### src/inc/pkh_pkg.sv
// Constants, types and shared helpers for the two-wire keyboard/mouse host.
// Assumes a 100 MHz system clock and classic Wishbone register access.
// Function
// - Both lines released high when idle
// - Word: start, eight LSB-first bits, odd parity, stop
// - Host holds clock low to inhibit sending
// - Open-collector drive; either side pulls low
// - Release is F0 then the key code
// - Extended keys: E0 prefix, release E0 F0 code
// - Host tracks shift state itself
// - ED, reply FA, then LED byte follows
// - F3, acknowledge, then repeat-rate byte follows
// - Mouse packet: status, horizontal, vertical bytes
// - Signed displacement; sign flags one for negative
// - Report horizontal and vertical overflow flags
// - Extract left and right button flags
package pkh_pkg;

  localparam int unsigned CLK_PERIOD_NS = 10;
  // Host request: clock held low at least this long
  localparam int unsigned INHIBIT_NS    = 100000;
  localparam int unsigned INHIBIT_CYC   = (INHIBIT_NS + CLK_PERIOD_NS - 1) / CLK_PERIOD_NS;
  // Partial frame abandoned after this silence
  localparam int unsigned FRAME_TMO_NS  = 2000000;
  localparam int unsigned FRAME_TMO_CYC = FRAME_TMO_NS / CLK_PERIOD_NS;
  // Peripheral may take many ms to start clocking a host word
  localparam int unsigned TX_TMO_NS     = 20000000;
  localparam int unsigned TX_TMO_CYC    = TX_TMO_NS / CLK_PERIOD_NS;
  localparam int unsigned TMO_W         = 22;

  localparam logic [3:0] FRAME_LAST = 4'd10;
  localparam logic [3:0] TX_PAR_BIT = 4'd8;
  localparam logic [3:0] TX_STOP_BIT = 4'd9;

  localparam logic [7:0] ADR_CTRL  = 8'h00;
  localparam logic [7:0] ADR_STAT  = 8'h04;
  localparam logic [7:0] ADR_KEY   = 8'h08;
  localparam logic [7:0] ADR_MXY   = 8'h0C;
  localparam logic [7:0] ADR_MBTN  = 8'h10;
  localparam logic [7:0] ADR_TX    = 8'h14;
  localparam logic [7:0] ADR_ARG   = 8'h18;

  localparam int unsigned CTL_INHIBIT = 0;
  localparam int unsigned CTL_MOUSE   = 1;
  localparam logic [1:0]  CTRL_RST    = 2'h0;

  localparam int unsigned ST_KEY   = 0;
  localparam int unsigned ST_MOUSE = 1;
  localparam int unsigned ST_ERR   = 2;
  localparam int unsigned ST_ACK   = 3;
  localparam int unsigned ST_ECHO  = 4;
  localparam int unsigned ST_TXERR = 5;

  localparam int unsigned MS_LEFT  = 0;
  localparam int unsigned MS_RIGHT = 1;
  localparam int unsigned MS_ONE   = 3;
  localparam int unsigned MS_XSIGN = 4;
  localparam int unsigned MS_YSIGN = 5;
  localparam int unsigned MS_XOVF  = 6;
  localparam int unsigned MS_YOVF  = 7;

  localparam logic [7:0] CODE_EXT     = 8'hE0;
  localparam logic [7:0] CODE_RELEASE = 8'hF0;
  localparam logic [7:0] CODE_ACK     = 8'hFA;
  localparam logic [7:0] CODE_ECHO    = 8'hEE;
  localparam logic [7:0] CMD_LED      = 8'hED;
  localparam logic [7:0] CMD_RATE     = 8'hF3;
  localparam logic [7:0] SHIFT_LEFT   = 8'h12;
  localparam logic [7:0] SHIFT_RIGHT  = 8'h59;

  typedef enum logic [2:0] {
    TX_IDLE = 3'b000,
    TX_HOLD = 3'b001,
    TX_SEND = 3'b010,
    TX_ACK  = 3'b011,
    TX_WAIT = 3'b100
  } pkh_tx_e;

  function automatic logic odd_par(input logic [7:0] b);
    return ~(^b);
  endfunction

endpackage

### src/inc/pkh_line_if.sv
// Interface: deglitched line levels and clock-fall pulse.
// Driven by the synchroniser, read by receiver and host logic.
`timescale 1ns/10ps
interface pkh_line_if;
  logic clk_lvl;
  logic dat_lvl;
  logic clk_fall;
  modport src (output clk_lvl, output dat_lvl, output clk_fall);
  modport dst (input clk_lvl, input dat_lvl, input clk_fall);
endinterface

### src/rtl/pkh_line_sync.sv
// Three-stage synchroniser and agreement filter for both link lines.
// Assumes pins are asynchronous to clk_i; idle level is high.
`timescale 1ns/10ps
module pkh_line_sync
  import pkh_pkg::*;
(
  input  wire logic clk_i,
  input  wire logic rst_i,
  input  wire logic ps2_clk_i,
  input  wire logic ps2_dat_i,
  pkh_line_if.src   line
);

  logic [2:0] clk_sh;
  logic [2:0] dat_sh;
  wire        clk_agree = clk_sh[1] == clk_sh[2];
  wire        dat_agree = dat_sh[1] == dat_sh[2];

  always_ff @(posedge clk_i)
  begin
    if (rst_i)
    begin
      clk_sh        <= 3'h7;
      dat_sh        <= 3'h7;
      line.clk_lvl  <= 1'b1;
      line.dat_lvl  <= 1'b1;
      line.clk_fall <= 1'b0;
    end
    else
    begin
      clk_sh        <= {clk_sh[1:0], ps2_clk_i};
      dat_sh        <= {dat_sh[1:0], ps2_dat_i};
      // One-sample glitches never reach the edge detector
      line.clk_lvl  <= clk_agree ? clk_sh[2] : line.clk_lvl;
      line.dat_lvl  <= dat_agree ? dat_sh[2] : line.dat_lvl;
      line.clk_fall <= line.clk_lvl & clk_agree & ~clk_sh[2];
    end
  end

endmodule // pkh_line_sync

### src/rtl/pkh_frame_rx.sv
// Eleven-bit word receiver clocked by the filtered clock-fall pulse.
// Assumes en_i drops while the host itself drives the link.
`timescale 1ns/10ps
module pkh_frame_rx
  import pkh_pkg::*;
#(
  parameter int unsigned TMO_CYC = FRAME_TMO_CYC
)(
  input  wire logic       clk_i,
  input  wire logic       rst_i,
  input  wire logic       en_i,
  pkh_line_if.dst         line,
  output logic      [7:0] byte_o,
  output logic            valid_o,
  output logic            err_o
);

  logic [10:0]      sh;
  logic [3:0]       cnt;
  logic [TMO_W-1:0] idle;
  wire  [10:0]      word     = {line.dat_lvl, sh[10:1]};
  wire              word_ok  = ~word[0] & word[10] & (word[9] == odd_par(word[8:1]));
  wire              tmo      = idle == TMO_W'(TMO_CYC - 1);

  always_ff @(posedge clk_i)
  begin
    if (rst_i | ~en_i)
    begin
      sh      <= 11'h7FF;
      cnt     <= 4'h0;
      idle    <= '0;
      byte_o  <= 8'h00;
      valid_o <= 1'b0;
      err_o   <= 1'b0;
    end
    else
    begin
      valid_o <= 1'b0;
      err_o   <= 1'b0;
      if (line.clk_fall)
      begin
        sh   <= word;
        idle <= '0;
        cnt  <= (cnt == FRAME_LAST) ? 4'h0 : cnt + 4'h1;
        if (cnt == FRAME_LAST)
        begin
          valid_o <= word_ok;
          err_o   <= ~word_ok;
          if (word_ok)
            byte_o <= word[8:1];
        end
      end
      else if (cnt != 4'h0)
      begin
        // Lost edge: drop the partial word rather than misalign the next
        idle <= tmo ? '0 : idle + 1'b1;
        if (tmo)
        begin
          cnt   <= 4'h0;
          err_o <= 1'b1;
        end
      end
    end
  end

endmodule // pkh_frame_rx

### src/rtl/pkh_host.sv
// Two-wire keyboard/mouse host: receive, decode, command send, Wishbone regs.
// Assumes open-drain pads outside; an enable high pulls that line low.
`timescale 1ns/10ps
module pkh_host
  import pkh_pkg::*;
#(
  parameter int unsigned INHIBIT_CYC_P = INHIBIT_CYC,
  parameter int unsigned FRAME_TMO_P   = FRAME_TMO_CYC,
  parameter int unsigned TX_TMO_P      = TX_TMO_CYC
)(
  input  wire logic        clk_i,
  input  wire logic        rst_i,
  input  wire logic        wb_cyc_i,
  input  wire logic        wb_stb_i,
  input  wire logic        wb_we_i,
  input  wire logic [7:0]  wb_adr_i,
  input  wire logic [3:0]  wb_sel_i,
  input  wire logic [31:0] wb_dat_i,
  output logic      [31:0] wb_dat_o,
  output logic             wb_ack_o,
  input  wire logic        ps2_clk_i,
  output logic             ps2_clk_o,
  output logic             ps2_clk_oe_o,
  input  wire logic        ps2_dat_i,
  output logic             ps2_dat_o,
  output logic             ps2_dat_oe_o
);

  pkh_line_if line ();

  logic [7:0]       rx_byte;
  logic             rx_valid;
  logic             rx_err;
  logic             rx_en;

  logic [1:0]       ctrl;
  logic [5:0]       status;
  logic [7:0]       arg;
  logic [7:0]       last_rx;
  logic [7:0]       key_code;
  logic             key_rel;
  logic             key_ext;
  logic             shift_held;
  logic             ext_pend;
  logic             rel_pend;
  logic [7:0]       p_stat;
  logic [7:0]       p_x;
  logic [7:0]       m_stat;
  logic [7:0]       m_x;
  logic [7:0]       m_y;
  logic [1:0]       m_idx;

  pkh_tx_e          tx_state;
  pkh_tx_e          next_tx_state;
  logic [7:0]       tx_byte;
  logic [3:0]       tx_bit;
  logic             arg_phase;
  logic [TMO_W-1:0] tcnt;
  logic             dat_drv;

  pkh_line_sync u_sync (
    .clk_i     (clk_i),
    .rst_i     (rst_i),
    .ps2_clk_i (ps2_clk_i),
    .ps2_dat_i (ps2_dat_i),
    .line      (line)
  );

  pkh_frame_rx #(
    .TMO_CYC (FRAME_TMO_P)
  ) u_rx (
    .clk_i   (clk_i),
    .rst_i   (rst_i),
    .en_i    (rx_en),
    .line    (line),
    .byte_o  (rx_byte),
    .valid_o (rx_valid),
    .err_o   (rx_err)
  );

  // Bus decode
  wire        wb_req   = wb_cyc_i & wb_stb_i & ~wb_ack_o;
  wire        wb_wr    = wb_req & wb_we_i & wb_sel_i[0];
  wire [5:0]  wb_word  = wb_adr_i[7:2];
  wire        hit_ctrl = wb_word == ADR_CTRL[7:2];
  wire        hit_stat = wb_word == ADR_STAT[7:2];
  wire        hit_key  = wb_word == ADR_KEY[7:2];
  wire        hit_mxy  = wb_word == ADR_MXY[7:2];
  wire        hit_mbtn = wb_word == ADR_MBTN[7:2];
  wire        hit_tx   = wb_word == ADR_TX[7:2];
  wire        hit_arg  = wb_word == ADR_ARG[7:2];

  // Link-side decode
  wire        tx_busy  = tx_state != TX_IDLE;
  wire        kb_mode  = ~ctrl[CTL_MOUSE];
  wire        is_ext   = rx_byte == CODE_EXT;
  wire        is_rel   = rx_byte == CODE_RELEASE;
  wire        is_ack   = rx_byte == CODE_ACK;
  wire        is_echo  = rx_byte == CODE_ECHO;
  wire        is_shift = (rx_byte == SHIFT_LEFT) | (rx_byte == SHIFT_RIGHT);
  wire        kb_byte  = rx_valid & kb_mode;
  wire        key_evt  = kb_byte & ~is_ext & ~is_rel & ~is_ack & ~is_echo;
  wire        ms_byte  = rx_valid & ~kb_mode;
  // Status byte always has bit 3 set; use it to realign packets
  wire        ms_bad   = (m_idx == 2'd0) & ~rx_byte[MS_ONE];
  wire        ms_evt   = ms_byte & (m_idx == 2'd2);

  // Transmit timing
  wire        hold_done = tcnt == TMO_W'(INHIBIT_CYC_P - 1);
  wire        tx_tmo    = tcnt == TMO_W'(TX_TMO_P - 1);
  wire        tx_start  = wb_wr & hit_tx & ~tx_busy;
  wire        needs_arg = ((tx_byte == CMD_LED) | (tx_byte == CMD_RATE)) & ~arg_phase;
  wire        ack_fall  = (tx_state == TX_ACK) & line.clk_fall;
  wire        arg_go    = (tx_state == TX_WAIT) & rx_valid & is_ack;
  wire        tx_wait   = (tx_state == TX_SEND) | (tx_state == TX_ACK) | (tx_state == TX_WAIT);
  wire        tx_fail   = (tx_wait & tx_tmo) | (ack_fall & line.dat_lvl);

  // Sticky flags: a set in the clearing cycle survives
  wire [5:0]  st_clr = (wb_wr & hit_stat) ? wb_dat_i[5:0] : 6'h00;
  wire [5:0]  st_set = {tx_fail,
                        kb_byte & is_echo,
                        kb_byte & is_ack,
                        rx_err,
                        ms_evt & ~ms_bad,
                        key_evt};

  // Read data words
  wire [31:0] rd_ctrl = {30'h0, ctrl};
  wire [31:0] rd_stat = {25'h0, tx_busy, status};
  wire [31:0] rd_key  = {21'h0, shift_held, key_ext, key_rel, key_code};
  wire [31:0] rd_mxy  = {7'h00, m_stat[MS_YSIGN], m_y, 7'h00, m_stat[MS_XSIGN], m_x};
  wire [31:0] rd_mbtn = {18'h0,
                         m_stat[MS_YOVF], m_stat[MS_XOVF],
                         m_stat[MS_YSIGN], m_stat[MS_XSIGN],
                         m_stat[MS_RIGHT], m_stat[MS_LEFT],
                         m_stat};
  wire [31:0] rd_rx   = {24'h0, last_rx};
  wire [31:0] rd_arg  = {24'h0, arg};
  wire [31:0] rd_mux  = hit_ctrl ? rd_ctrl :
                        hit_stat ? rd_stat :
                        hit_key  ? rd_key  :
                        hit_mxy  ? rd_mxy  :
                        hit_mbtn ? rd_mbtn :
                        hit_tx   ? rd_rx   :
                        hit_arg  ? rd_arg  : 32'h0000_0000;

  // Lines only pulled low; released otherwise
  assign ps2_clk_o    = 1'b0;
  assign ps2_dat_o    = 1'b0;
  assign ps2_clk_oe_o = (tx_state == TX_HOLD) | (~tx_busy & ctrl[CTL_INHIBIT]);
  assign ps2_dat_oe_o = dat_drv;
  // Receive only while the host leaves the link to the peripheral
  assign rx_en        = (~tx_busy & ~ctrl[CTL_INHIBIT]) | (tx_state == TX_WAIT);

  always_ff @(posedge clk_i)
  begin
    if (rst_i)
    begin
      wb_ack_o <= 1'b0;
      wb_dat_o <= 32'h0000_0000;
    end
    else
    begin
      wb_ack_o <= wb_req;
      wb_dat_o <= wb_req ? rd_mux : wb_dat_o;
    end
  end

  always_ff @(posedge clk_i)
  begin
    if (rst_i)
    begin
      ctrl    <= CTRL_RST;
      arg     <= 8'h00;
      status  <= 6'h00;
      last_rx <= 8'h00;
    end
    else
    begin
      ctrl    <= (wb_wr & hit_ctrl) ? wb_dat_i[1:0] : ctrl;
      arg     <= (wb_wr & hit_arg) ? wb_dat_i[7:0] : arg;
      status  <= (status & ~st_clr) | st_set;
      last_rx <= rx_valid ? rx_byte : last_rx;
    end
  end

  // Keyboard decode
  always_ff @(posedge clk_i)
  begin
    if (rst_i)
    begin
      key_code   <= 8'h00;
      key_rel    <= 1'b0;
      key_ext    <= 1'b0;
      shift_held <= 1'b0;
      ext_pend   <= 1'b0;
      rel_pend   <= 1'b0;
    end
    else if (rx_err)
    begin
      ext_pend <= 1'b0;
      rel_pend <= 1'b0;
    end
    else if (kb_byte & is_ext)
      ext_pend <= 1'b1;
    else if (kb_byte & is_rel)
      rel_pend <= 1'b1;
    else if (key_evt)
    begin
      key_code <= rx_byte;
      key_rel  <= rel_pend;
      key_ext  <= ext_pend;
      ext_pend <= 1'b0;
      rel_pend <= 1'b0;
      if (is_shift & ~ext_pend)
        shift_held <= ~rel_pend;
    end
  end

  // Mouse packet assembly
  always_ff @(posedge clk_i)
  begin
    if (rst_i)
    begin
      m_idx  <= 2'd0;
      p_stat <= 8'h00;
      p_x    <= 8'h00;
      m_stat <= 8'h00;
      m_x    <= 8'h00;
      m_y    <= 8'h00;
    end
    else if (rx_err | kb_mode | (ms_byte & ms_bad))
      m_idx <= 2'd0;
    else if (ms_byte)
    begin
      case (m_idx)
        2'd0:
        begin
          p_stat <= rx_byte;
          m_idx  <= 2'd1;
        end
        2'd1:
        begin
          p_x   <= rx_byte;
          m_idx <= 2'd2;
        end
        default:
        begin
          m_stat <= p_stat;
          m_x    <= p_x;
          m_y    <= rx_byte;
          m_idx  <= 2'd0;
        end
      endcase
    end
  end

  // Host-to-peripheral send
  always_comb
  begin
    next_tx_state = tx_state;
    case (tx_state)
      TX_IDLE:
        if (tx_start)
          next_tx_state = TX_HOLD;
      TX_HOLD:
        if (hold_done)
          next_tx_state = TX_SEND;
      TX_SEND:
        if (tx_tmo)
          next_tx_state = TX_IDLE;
        else if (line.clk_fall & (tx_bit == TX_STOP_BIT))
          next_tx_state = TX_ACK;
      TX_ACK:
        if (tx_tmo)
          next_tx_state = TX_IDLE;
        else if (line.clk_fall)
          next_tx_state = (~line.dat_lvl & needs_arg) ? TX_WAIT : TX_IDLE;
      TX_WAIT:
        if (tx_tmo)
          next_tx_state = TX_IDLE;
        else if (arg_go)
          next_tx_state = TX_HOLD;
      default:
        next_tx_state = TX_IDLE;
    endcase
  end

  always_ff @(posedge clk_i)
  begin
    if (rst_i)
    begin
      tx_state <= TX_IDLE;
      tcnt     <= '0;
    end
    else
    begin
      tx_state <= next_tx_state;
      tcnt     <= (next_tx_state != tx_state) ? '0 : tcnt + 1'b1;
    end
  end

  always_ff @(posedge clk_i)
  begin
    if (rst_i)
    begin
      tx_byte   <= 8'h00;
      arg_phase <= 1'b0;
    end
    else if (tx_start)
    begin
      tx_byte   <= wb_dat_i[7:0];
      arg_phase <= 1'b0;
    end
    else if (arg_go)
    begin
      tx_byte   <= arg;
      arg_phase <= 1'b1;
    end
  end

  // Data bits change after each falling edge; peripheral reads on rising
  always_ff @(posedge clk_i)
  begin
    if (rst_i)
    begin
      tx_bit  <= 4'h0;
      dat_drv <= 1'b0;
    end
    else if (tx_state == TX_HOLD)
    begin
      tx_bit  <= 4'h0;
      dat_drv <= hold_done;
    end
    else if ((tx_state == TX_SEND) & ~tx_tmo)
    begin
      if (line.clk_fall)
      begin
        tx_bit <= tx_bit + 4'h1;
        if (tx_bit < TX_PAR_BIT)
          dat_drv <= ~tx_byte[tx_bit[2:0]];
        else if (tx_bit == TX_PAR_BIT)
          dat_drv <= ~odd_par(tx_byte);
        else
          dat_drv <= 1'b0;
      end
    end
    else
      dat_drv <= 1'b0;
  end

endmodule // pkh_host

### config.mk
export PLATFORM = sky130hd
export DESIGN_NAME = pkh_host
export DESIGN_NICKNAME = d
export VERILOG_FILES = /design/src/inc/pkh_pkg.sv /design/src/inc/pkh_line_if.sv /design/src/rtl/pkh_line_sync.sv /design/src/rtl/pkh_frame_rx.sv /design/src/rtl/pkh_host.sv
export SDC_FILE = /design/constraint.sdc
export NUM_CORES = 1
export LEC_CHECK = 0
export ABC_AREA = 1
export BUFFER_PORTS_ARGS = -buffer_cell sky130_fd_sc_hd__buf_2
export CAP_MARGIN = 10
export CORE_ASPECT_RATIO = 0.6
export CORE_MARGIN = 1.5
export CORE_UTILIZATION = 60
export DETAILED_ROUTE_END_ITERATION = 7
export GPL_ROUTABILITY_DRIVEN = 0
export PLACE_DENSITY = 0.81
export SLEW_MARGIN = 20
export SYNTH_ARGS = -nofsm -noshare
export SYNTH_HDL_FRONTEND = slang
export SYNTH_SLANG_ARGS = --single-unit
### constraint.sdc
create_clock -name clk_i -period 4.52 [get_ports clk_i]
set_input_delay 0.226 -clock clk_i [delete_from_list [all_inputs] [get_ports clk_i]]
set_output_delay 0.226 -clock clk_i [all_outputs]
set_load 0.02 [all_outputs]
# Word-level counts from Yosys, hierarchy flattened
# Index checks and enable logic that the tools add are counted.
# totals
in_bits	51
reg_bits	207
# classes
reduce_logical	30
n_bitwise	80
n_eq_ne	32
muxes	41
n_addsub	4
magnitude_cmp	2
# ops
cell	count
$mux W25	4
$eq A8 B8 Y1 const B	6
$add A22 B1 Y22 const B	2
$and A1 B1 Y1	39
$mux W8	4
$not A1 Y1	28
$mux W3	9
$eq A22 B14 Y1 const B	1
$eq A22 B18 Y1 const B	1
$eq A22 B21 Y1 const B	1
$mux W22	1
$eq A6 B3 Y1 const B	3
$mux W4	4
$reduce_xor A8 Y1	2
$pmux W3 S5	1
$mux W1	14
$mux W14	1
$reduce_or A2 Y1	7
$eq A4 B4 Y1 const B	3
$eq A6 B2 Y1 const B	2
$reduce_and A3 Y1	4
$or A1 B1 Y1	10
$reduce_bool A2 Y1	5
$add A4 B1 Y4 const B	2
29 further kinds	35

# Depth between registers and ports, before layout
# Gate-level depths: netlist of the first run.
# logic_depth
depth_word	10
depth_mapped	13
depth_no_buf	13

# Hierarchy
# A second synthesis of the first run with hierarchy kept.
# unflattened
hier_cells	1323
area_unflattened_um2	9634.2
# modules_own_cells
module	n_inst	area_per_inst_um2	cells_per_inst	seq_area_each_um2
pkh_host	1	6915.4	954	2842.7
pkh_frame_rx	1	2443.6	340	920.9
pkh_line_sync	1	275.3	29	180.2

# Worst setup path before layout of the first run
# Ideal clock, no wire load.
# synth_timing
kind	flip-flop to flip-flop
from	register u_rx.cnt[0]
to	register u_rx.idle[18]
stages_incl_launch_ff	11
t_arrival_ns	1.599
path_buffers	0
path_slack_ns	2.807
cell_sequence	dfxtp_1 inv_1 ha_1 nand3_2 inv_2 nor4_1 nand2_1 nor2_2 nand4_1 nor2_1 nor2_1
# synth_via
elab_chain_len	1
# synth_rtl
element	line_no	source
start, declared	pkh_frame_rx.sv:19	logic [3:0] cnt;
start signal, assigned	pkh_frame_rx.sv:44	cnt <= (cnt == FRAME_LAST) ? 4'h0 : cnt + 4'h1;
$reduce_bool A4 Y1	pkh_frame_rx.sv:53	else if (cnt != 4'h0)
end signal, assigned	pkh_frame_rx.sv:56	idle <= tmo ? '0 : idle + 1'b1;
end, declared	pkh_frame_rx.sv:20	logic [TMO_W-1:0] idle;
# No other way between the ends.
# A chain may end at the register's enable or synchronous reset.

# Worst setup path in the final report of the first run
# layout_timing
from	register u_rx.valid_o
to	register key_code[4]
# layout_via
elab_chain_len	6
word_cells_on_any_way	10
cone_classes	bitwise: 9; reduce/logical: 1
# layout_rtl
element	line_no	source
start, declared	pkh_frame_rx.sv:14	output logic valid_o,
start signal, assigned	pkh_frame_rx.sv:47	valid_o <= word_ok;
$and A1 B1 Y1 *	pkh_host.sv:101	wire kb_byte = rx_valid & kb_mode;
$and A1 B1 Y1 (4 in series)	pkh_host.sv:102	wire key_evt = kb_byte & ~is_ext & ~is_rel & ~is_ack & ~is_echo;
$reduce_and A4 Y1 (no source line) *	-	
end signal, assigned	pkh_host.sv:210	key_code <= rx_byte;
end, declared	pkh_host.sv:40	logic [7:0] key_code;
# Mark *: on every way between the ends. The rest lies on a longest branch, timed or not.

==> impl_metrics.ini, run 1 <==
[outcome]
status = finished clean

[clock_network]
cts.path.max_buffers = 2
clkTransAtPathRegs_ns = 0.08
cts_num_sinks = 197
numCtsBuffers = 17
h-tree-depth = 4
insertion_delay_ns = 0.44
post_cts_buffers = 0
cts-root-buf = clkbuf_16
tritoncts = yes
cts_resized = 0

[synthesis]
netlist_instances = 1284
ys_types = 46
syn_area_sq_um = 9300
avgSynthCellArea_sq_um = 7.24
synthArstFlopShare = 0
synth-seq-cells = 197
synth_edf_count = 0
yosysSeqAreaShare = 0.424
yosys_warnings = 0
ys.flop_type = dfxtp_1

[critical_path]
cpPeakStageDelay_ns = 0.67
cp_num_buf_inv = 1
r2r-start = u_rx.valid_o$_SDFF_PP0_
cp-end-kind = flop
crit_fanout = 21
slowest_stage = dfxtp_1
worstPathCellList = inv_1, nor2_1, o21a_1, nand4_1, or2_2, a21oi_1
crit_start = u_rx.valid_o$_SDFF_PP0_
path_class = reg2reg
crit_family = simple AND/OR/NAND/NOR gates
crit_arrival_ns = 3.11
required_ns = 4.88
cp-start-kind = flop

[cells_and_area]
diodes = 0
drive_gt1_frac = 0.120
fillers = 1306
postLayoutCoreUtil = 0.673
seq_area_sq_um = 3940
multi_input_area_sq_um = 4450
finalNetCount = 1383
syn2layout_area_growth_pct = 10.3

[timing]
rsz0062_at_grt = no
clock.fmax_mhz = 363
finalMaxSlewViolations = 0
setup_viol = 0
slew-limit-headroom = 0.453
setup_tns_ns = 0
fin_skew_ns = 0.0151
tightest_slew_ns = 0.818
min_period_over_period = 0.609
hold_viol = 0
period_minus_slack_ns = 2.75

[power]
switching_share = 0.257
ir_drop_v = 0.000259
leakage_nw = 4.17
p_sw_mw = 0.875
power_frac_seq = 0.512
pwr-share-comb = 0.033
p_int_mw = 2.53
power_density_nw_per_um2 = 333
power_frac_clock = 0.455

[drt]
firstDrtPassIters = 5
routedWlPerCell_um = 14.8
antenna_left = 0
drtIter0Drc = 781
via_count = 8439
viasPerCell = 5.50
routed_wl_mm = 22.7
drc = 0

[global_routing]
grt_pass1_wl_mm = 37.2
grt_use_met2 = 0.385
grt_max_degree = 81
grt_pass1_vias = 7515
grt_use_total = 0.289
antenna_found_initial = 0
grt.overflow.total = 0
grt.busiest_layer = met1
met3_usage = 0.0942
use_met1 = 0.432

[floorplan]
initial_core_util = 0.610
die_w_um = 164
design.die.area_sq_um = 16300
coreArea_sq_um = 15200
ioPinCount = 88
chipHeight_um = 99.4
rows = 35

[placement]
dp_hpwl_mm = 16.2
io_buffers = 47

[flow_run]
cap_violations = 0

[worst_hold_path]
hp-class = in2reg
hold_path_startpoint = wb_dat_i[4]
## flip-flops by register name (all words and copies together), names as in the netlist, 4 cells and up
name         flops
u_rx.byte_o      8
key_code         8
u_rx.idle       22
m_x              8
u_rx.sh         10
p_stat           8
arg              8
tx_bit           4
wb_dat_o        23
status           6
tcnt            22
m_y              8
p_x              8
tx_byte          8
last_rx          8
u_rx.cnt         4
m_stat           8
## stage by stage
step	total power, mW	cell area [sq um]	hold slack (ns)	worst slack [ns]	cells
after detailed placement	1.89	9600	0.406	1.86	1498
after CTS	3.42	10200	0.0664	1.84	1532
after global routing	3.50	10200	0.0898	1.52	1533
final	3.41	10200	0.0721	1.77	1533
after global placement	1.89	9600	0.405	1.97	1498
after floorplan	1.87	9330	0.330	2.81	1294
## tightest hold or removal path, stage by stage
cell and delay [ns]:
buf_2 0.07, inv_1 0.05, a21oi_1 0.11
## timing repair
action                                 in CTS  in global routing
endpoints found under the hold margin       2                  0
setup endpoints to repair                   0                  0
hold buffers                                2                  0
## cells by family (layout without fill, tap and decap cells)
| kind of cell | Yosys count | in the layout | share of synthesized area |
|---|---|---|---|
| buffers and inverters | 229 | 265 | 0.101 |
| AO/OA/AOI/OAI | 285 | 285 | 0.162 |
| adder cells (fa/ha/maj) | 15 | 15 | 0.0202 |
| flip-flops | 197 | 197 | 0.424 |
| AND/OR/NAND/NOR | 524 | 524 | 0.259 |
| other | 1 | 11 | 0.000403 |
| XOR/XNOR | 33 | 33 | 0.0339 |
## path summary, 6_finish.rpt
kind / end / slack [ns] / depth (start not counted)
hold reg to reg: u_sync.clk_sh[1]$_SDFF_PP1_ / 0.42 / 1
setup reg to reg: key_code[4]$_SDFFE_PP0P_ / 1.77 / 6
setup / recovery: key_code[4]$_SDFFE_PP0P_ / 1.77 / 6
hold / removal: arg[4]$_SDFFE_PP0P_ / 0.07 / 3
## power by group through the flow
stage	sequential [mW]	combinational [mW]	clock, mW
global placement	1.79	0.105	0
floorplan	1.79	0.0847	0
CTS	1.75	0.110	1.57
detailed placement	1.79	0.107	0
finish	1.75	0.111	1.55
global route	1.75	0.124	1.63
## cell usage after synthesis (all sizes together), types with 2 or more instances
cell,number,area (sq um)
o211ai,14,105
ha,15,188
a21oi,133,669
or2,8,50.1
clkinv,2,7.51
nand4,32,200
xnor2,9,86.3
nor2,166,728
clkbuf,31,118
inv,174,653
a31oi,2,12.5
o31ai,3,22.5
nor4,6,43.8
nand3,70,388
a21o,2,15.0
a211oi,4,30.0
nand2,209,795
nor3,26,150
o21ai,122,611
buf,22,158
nand3b,4,30.0
dfxtp,197,3940
xor2,24,229
## metal layers
layer | part of all wire | wire length [um]
met2 | 0.39 | 8740
met3 | 0.11 | 2440
met1 | 0.49 | 11200
met5 | 0 | 0
met4 | 0.014 | 313
## final cells by class
class                           instances  area share
Clock buffer                           17      0.0415
Timing Repair Buffer                   57      0.0308
Sequential cell                       197       0.385
Multi-Input combinational cell        868       0.435
Clock inverter                         15      0.0192
Inverter                              176      0.0645
Tap cell                              203      0.0248
## cells in the final DEF (no fill, tap or decap), types with 10 or more instances in the layout
cell       instances
nand3_1           64
nand2_1          205
ha_1              15
nor2_1           130
nor3_1            22
conb_1            11
buf_2             47
nor2_2            33
xor2_1            23
inv_2             10
o211ai_1          14
dfxtp_1          197
clkbuf_16         17
inv_1            164
a21oi_1          132
o21ai_0          122
nand4_1           32
(Power assumes the default switching activity.)
==> run 2, diff against run 1 <==
Settings changed: CORE_UTILIZATION 60 to 59, PLACE_DENSITY 0.81 to 0.79.
Clock period 4.52 ns to 2.7 ns, I/O delays scaled along.
==> run 2 against run 1 <==
Final cell count up 1.0%. Utilization rose by 0.39 points. Flip-flop and latch count unchanged. First-iteration DRC count grew 34%.
==> impl_metrics.ini, run 2 (synthesized netlist as in run 1, its figures left out) <==
[cells_and_area]
finalNetCount = 1399
diodes = 0
drive_gt1_frac = 0.127
regMostFlops = wb_dat_o
final_common_cell = nand2_1
reg_top3 = wb_dat_o x23, tcnt x22, u_rx.idle x22
final_cell_mix = 205 x nand2_1, 197 x dfxtp_1, 164 x inv_1
largest_reg_flops = 23
syn2layout_area_growth_pct = 11.8

[timing]
min_period_over_period = 0.830
clock.fmax_mhz = 446
fin_skew_ns = 0.0141
rsz0062_at_grt = no
tightest_slew_ns = 0.669
timing.final.ws_setup_ns = 0.458
setup_tns_ns = 0
period_minus_slack_ns = 2.24
hold_viol = 0
setup_viol = 0
slew-limit-headroom = 0.554
finalMaxSlewViolations = 0

[drt]
drc = 0
antenna_left = 0
viasPerCell = 5.51
routedWlPerCell_um = 14.8
drtIter0Drc = 1043
routed_wl_mm = 23.0
via_count = 8532
firstDrtPassIters = 6

[critical_path]
crit_fanout = 15
crit_start = tx_state[0]$_SDFF_PP0_
r2r-start = tx_state[0]$_SDFF_PP0_
path_common_cell = nor2_1
cp_num_cells = 12
reg2reg_slack_ns = 0.46
r2r-end = tcnt[0]$_SDFF_PP0_
cp_num_buf_inv = 3
slowest_stage = dfxtp_1
required_ns = 3.08
crit_family = simple AND/OR/NAND/NOR gates
r2r_cells = 12
cp-start-kind = flop
cpPeakStageDelay_ns = 0.34
cp-end-kind = flop
path_class = reg2reg
crit_arrival_ns = 2.62
crit_end = tcnt[0]$_SDFF_PP0_
worstPathCellList = inv_2, nand2_2, nor2_1, nand2_1, nor2_4, inv_2, nand3_1, nor3_1, nor2_1, nand2_2, buf_12, nor2_1

[clock_network]
cts-root-buf = clkbuf_16
cts_num_sinks = 197
tritoncts = yes
clkTransAtPathRegs_ns = 0.08
cts.path.max_buffers = 2
h-tree-depth = 4
insertion_delay_ns = 0.44
post_cts_buffers = 0
cts_hold_buf = 6
cts_resized = 0
numCtsBuffers = 17

[global_routing]
antenna_found_initial = 0
grt_pass1_wl_mm = 37.5
grt.overflow.total = 0
grt_pass1_vias = 7474
grt_max_degree = 81
grt_use_total = 0.288

[worst_hold_path]
hp-class = in2reg

[power]
power_density_nw_per_um2 = 551
ir_drop_v = 0.000335
leakage_nw = 4.25

[floorplan]
initial_core_util = 0.605
die_w_um = 165
chipHeight_um = 100
design.die.area_sq_um = 16500
ioPinCount = 88
coreArea_sq_um = 15400
rows = 35

[outcome]
status = finished clean

[flow_run]
cap_violations = 0

[placement]
io_buffers = 47
place_ws_ns = 0.519
dp_hpwl_mm = 16.5
run 2: changes by cell type in the layout (fill, tap and decap cells not counted), sizes merged:
cell         change
buf             +12
dlygate4sd3      +4
run 2: final cells by class:
cell class	instances	area (sq um)
clock buffers	17	425
clock inverters	15	201
fillers	1277	4970
inverters	176	661
multi-input cells	868	4450
flip-flops and latches	197	3940
well taps	203	254
repair buffers	73	458
run 2: worst min-delay path by stage:
stage / start / end / slack (ns) / cells after the start
3_3_place_gp: ps2_clk_i / u_sync.clk_sh[0]$_SDFF_PP1_ / 0.32 / 2
5_1_grt: wb_dat_i[2] / arg[2]$_SDFFE_PP0P_ / 0.03 / 3
2_1_floorplan: ps2_clk_i / u_sync.clk_sh[0]$_SDFF_PP1_ / 0.24 / 1
6_report: wb_dat_i[7] / arg[7]$_SDFFE_PP0P_ / 0.02 / 3
3_5_place_dp: ps2_clk_i / u_sync.clk_sh[0]$_SDFF_PP1_ / 0.32 / 2
4_1_cts: wb_dat_i[2] / arg[2]$_SDFFE_PP0P_ / 0.004 / 3
run 2: worst reg2reg max path, stage by stage, from the launching register on:
cell	delay, ns
dfxtp_1	0.34
inv_2	0.15
nand2_2	0.11
nor2_1	0.22
nand2_1	0.14
nor2_4	0.28
inv_2	0.14
nand3_1	0.11
nor3_1	0.05
nor2_1	0.12
nand2_2	0.22
buf_12	0.24
nor2_1	0.08
run 2: metal layers:
layer	vias to the layer above	routed length, um	GRT usage
met5	-	0	0
met4	0	173	0.0651
met3	17	2580	0.0851
met2	348	8810	0.379
met1	3906	11400	0.451
li1	4261	-	-
run 2: metrics by stage:
step	std cells	area [sq um]	power [mW]	hold WS (ns)	util
after global placement	1511	9710	3.17	0.324	0.632
after floorplan	1294	9330	3.13	0.239	-
after CTS	1549	10400	5.75	0.00431	0.676
after detailed placement	1511	9710	3.18	0.323	0.632
after global routing	1549	10400	5.90	0.0323	0.676
final	1549	10400	5.72	0.0186	0.676
run 2: report_power, final:
group	switching (mW)	internal [mW]	total, mW	leakage [nW]
sequential	0.00839	2.91	2.92	1.59
clock	1.33	1.28	2.61	0.301
combinational	0.137	0.0602	0.197	2.36
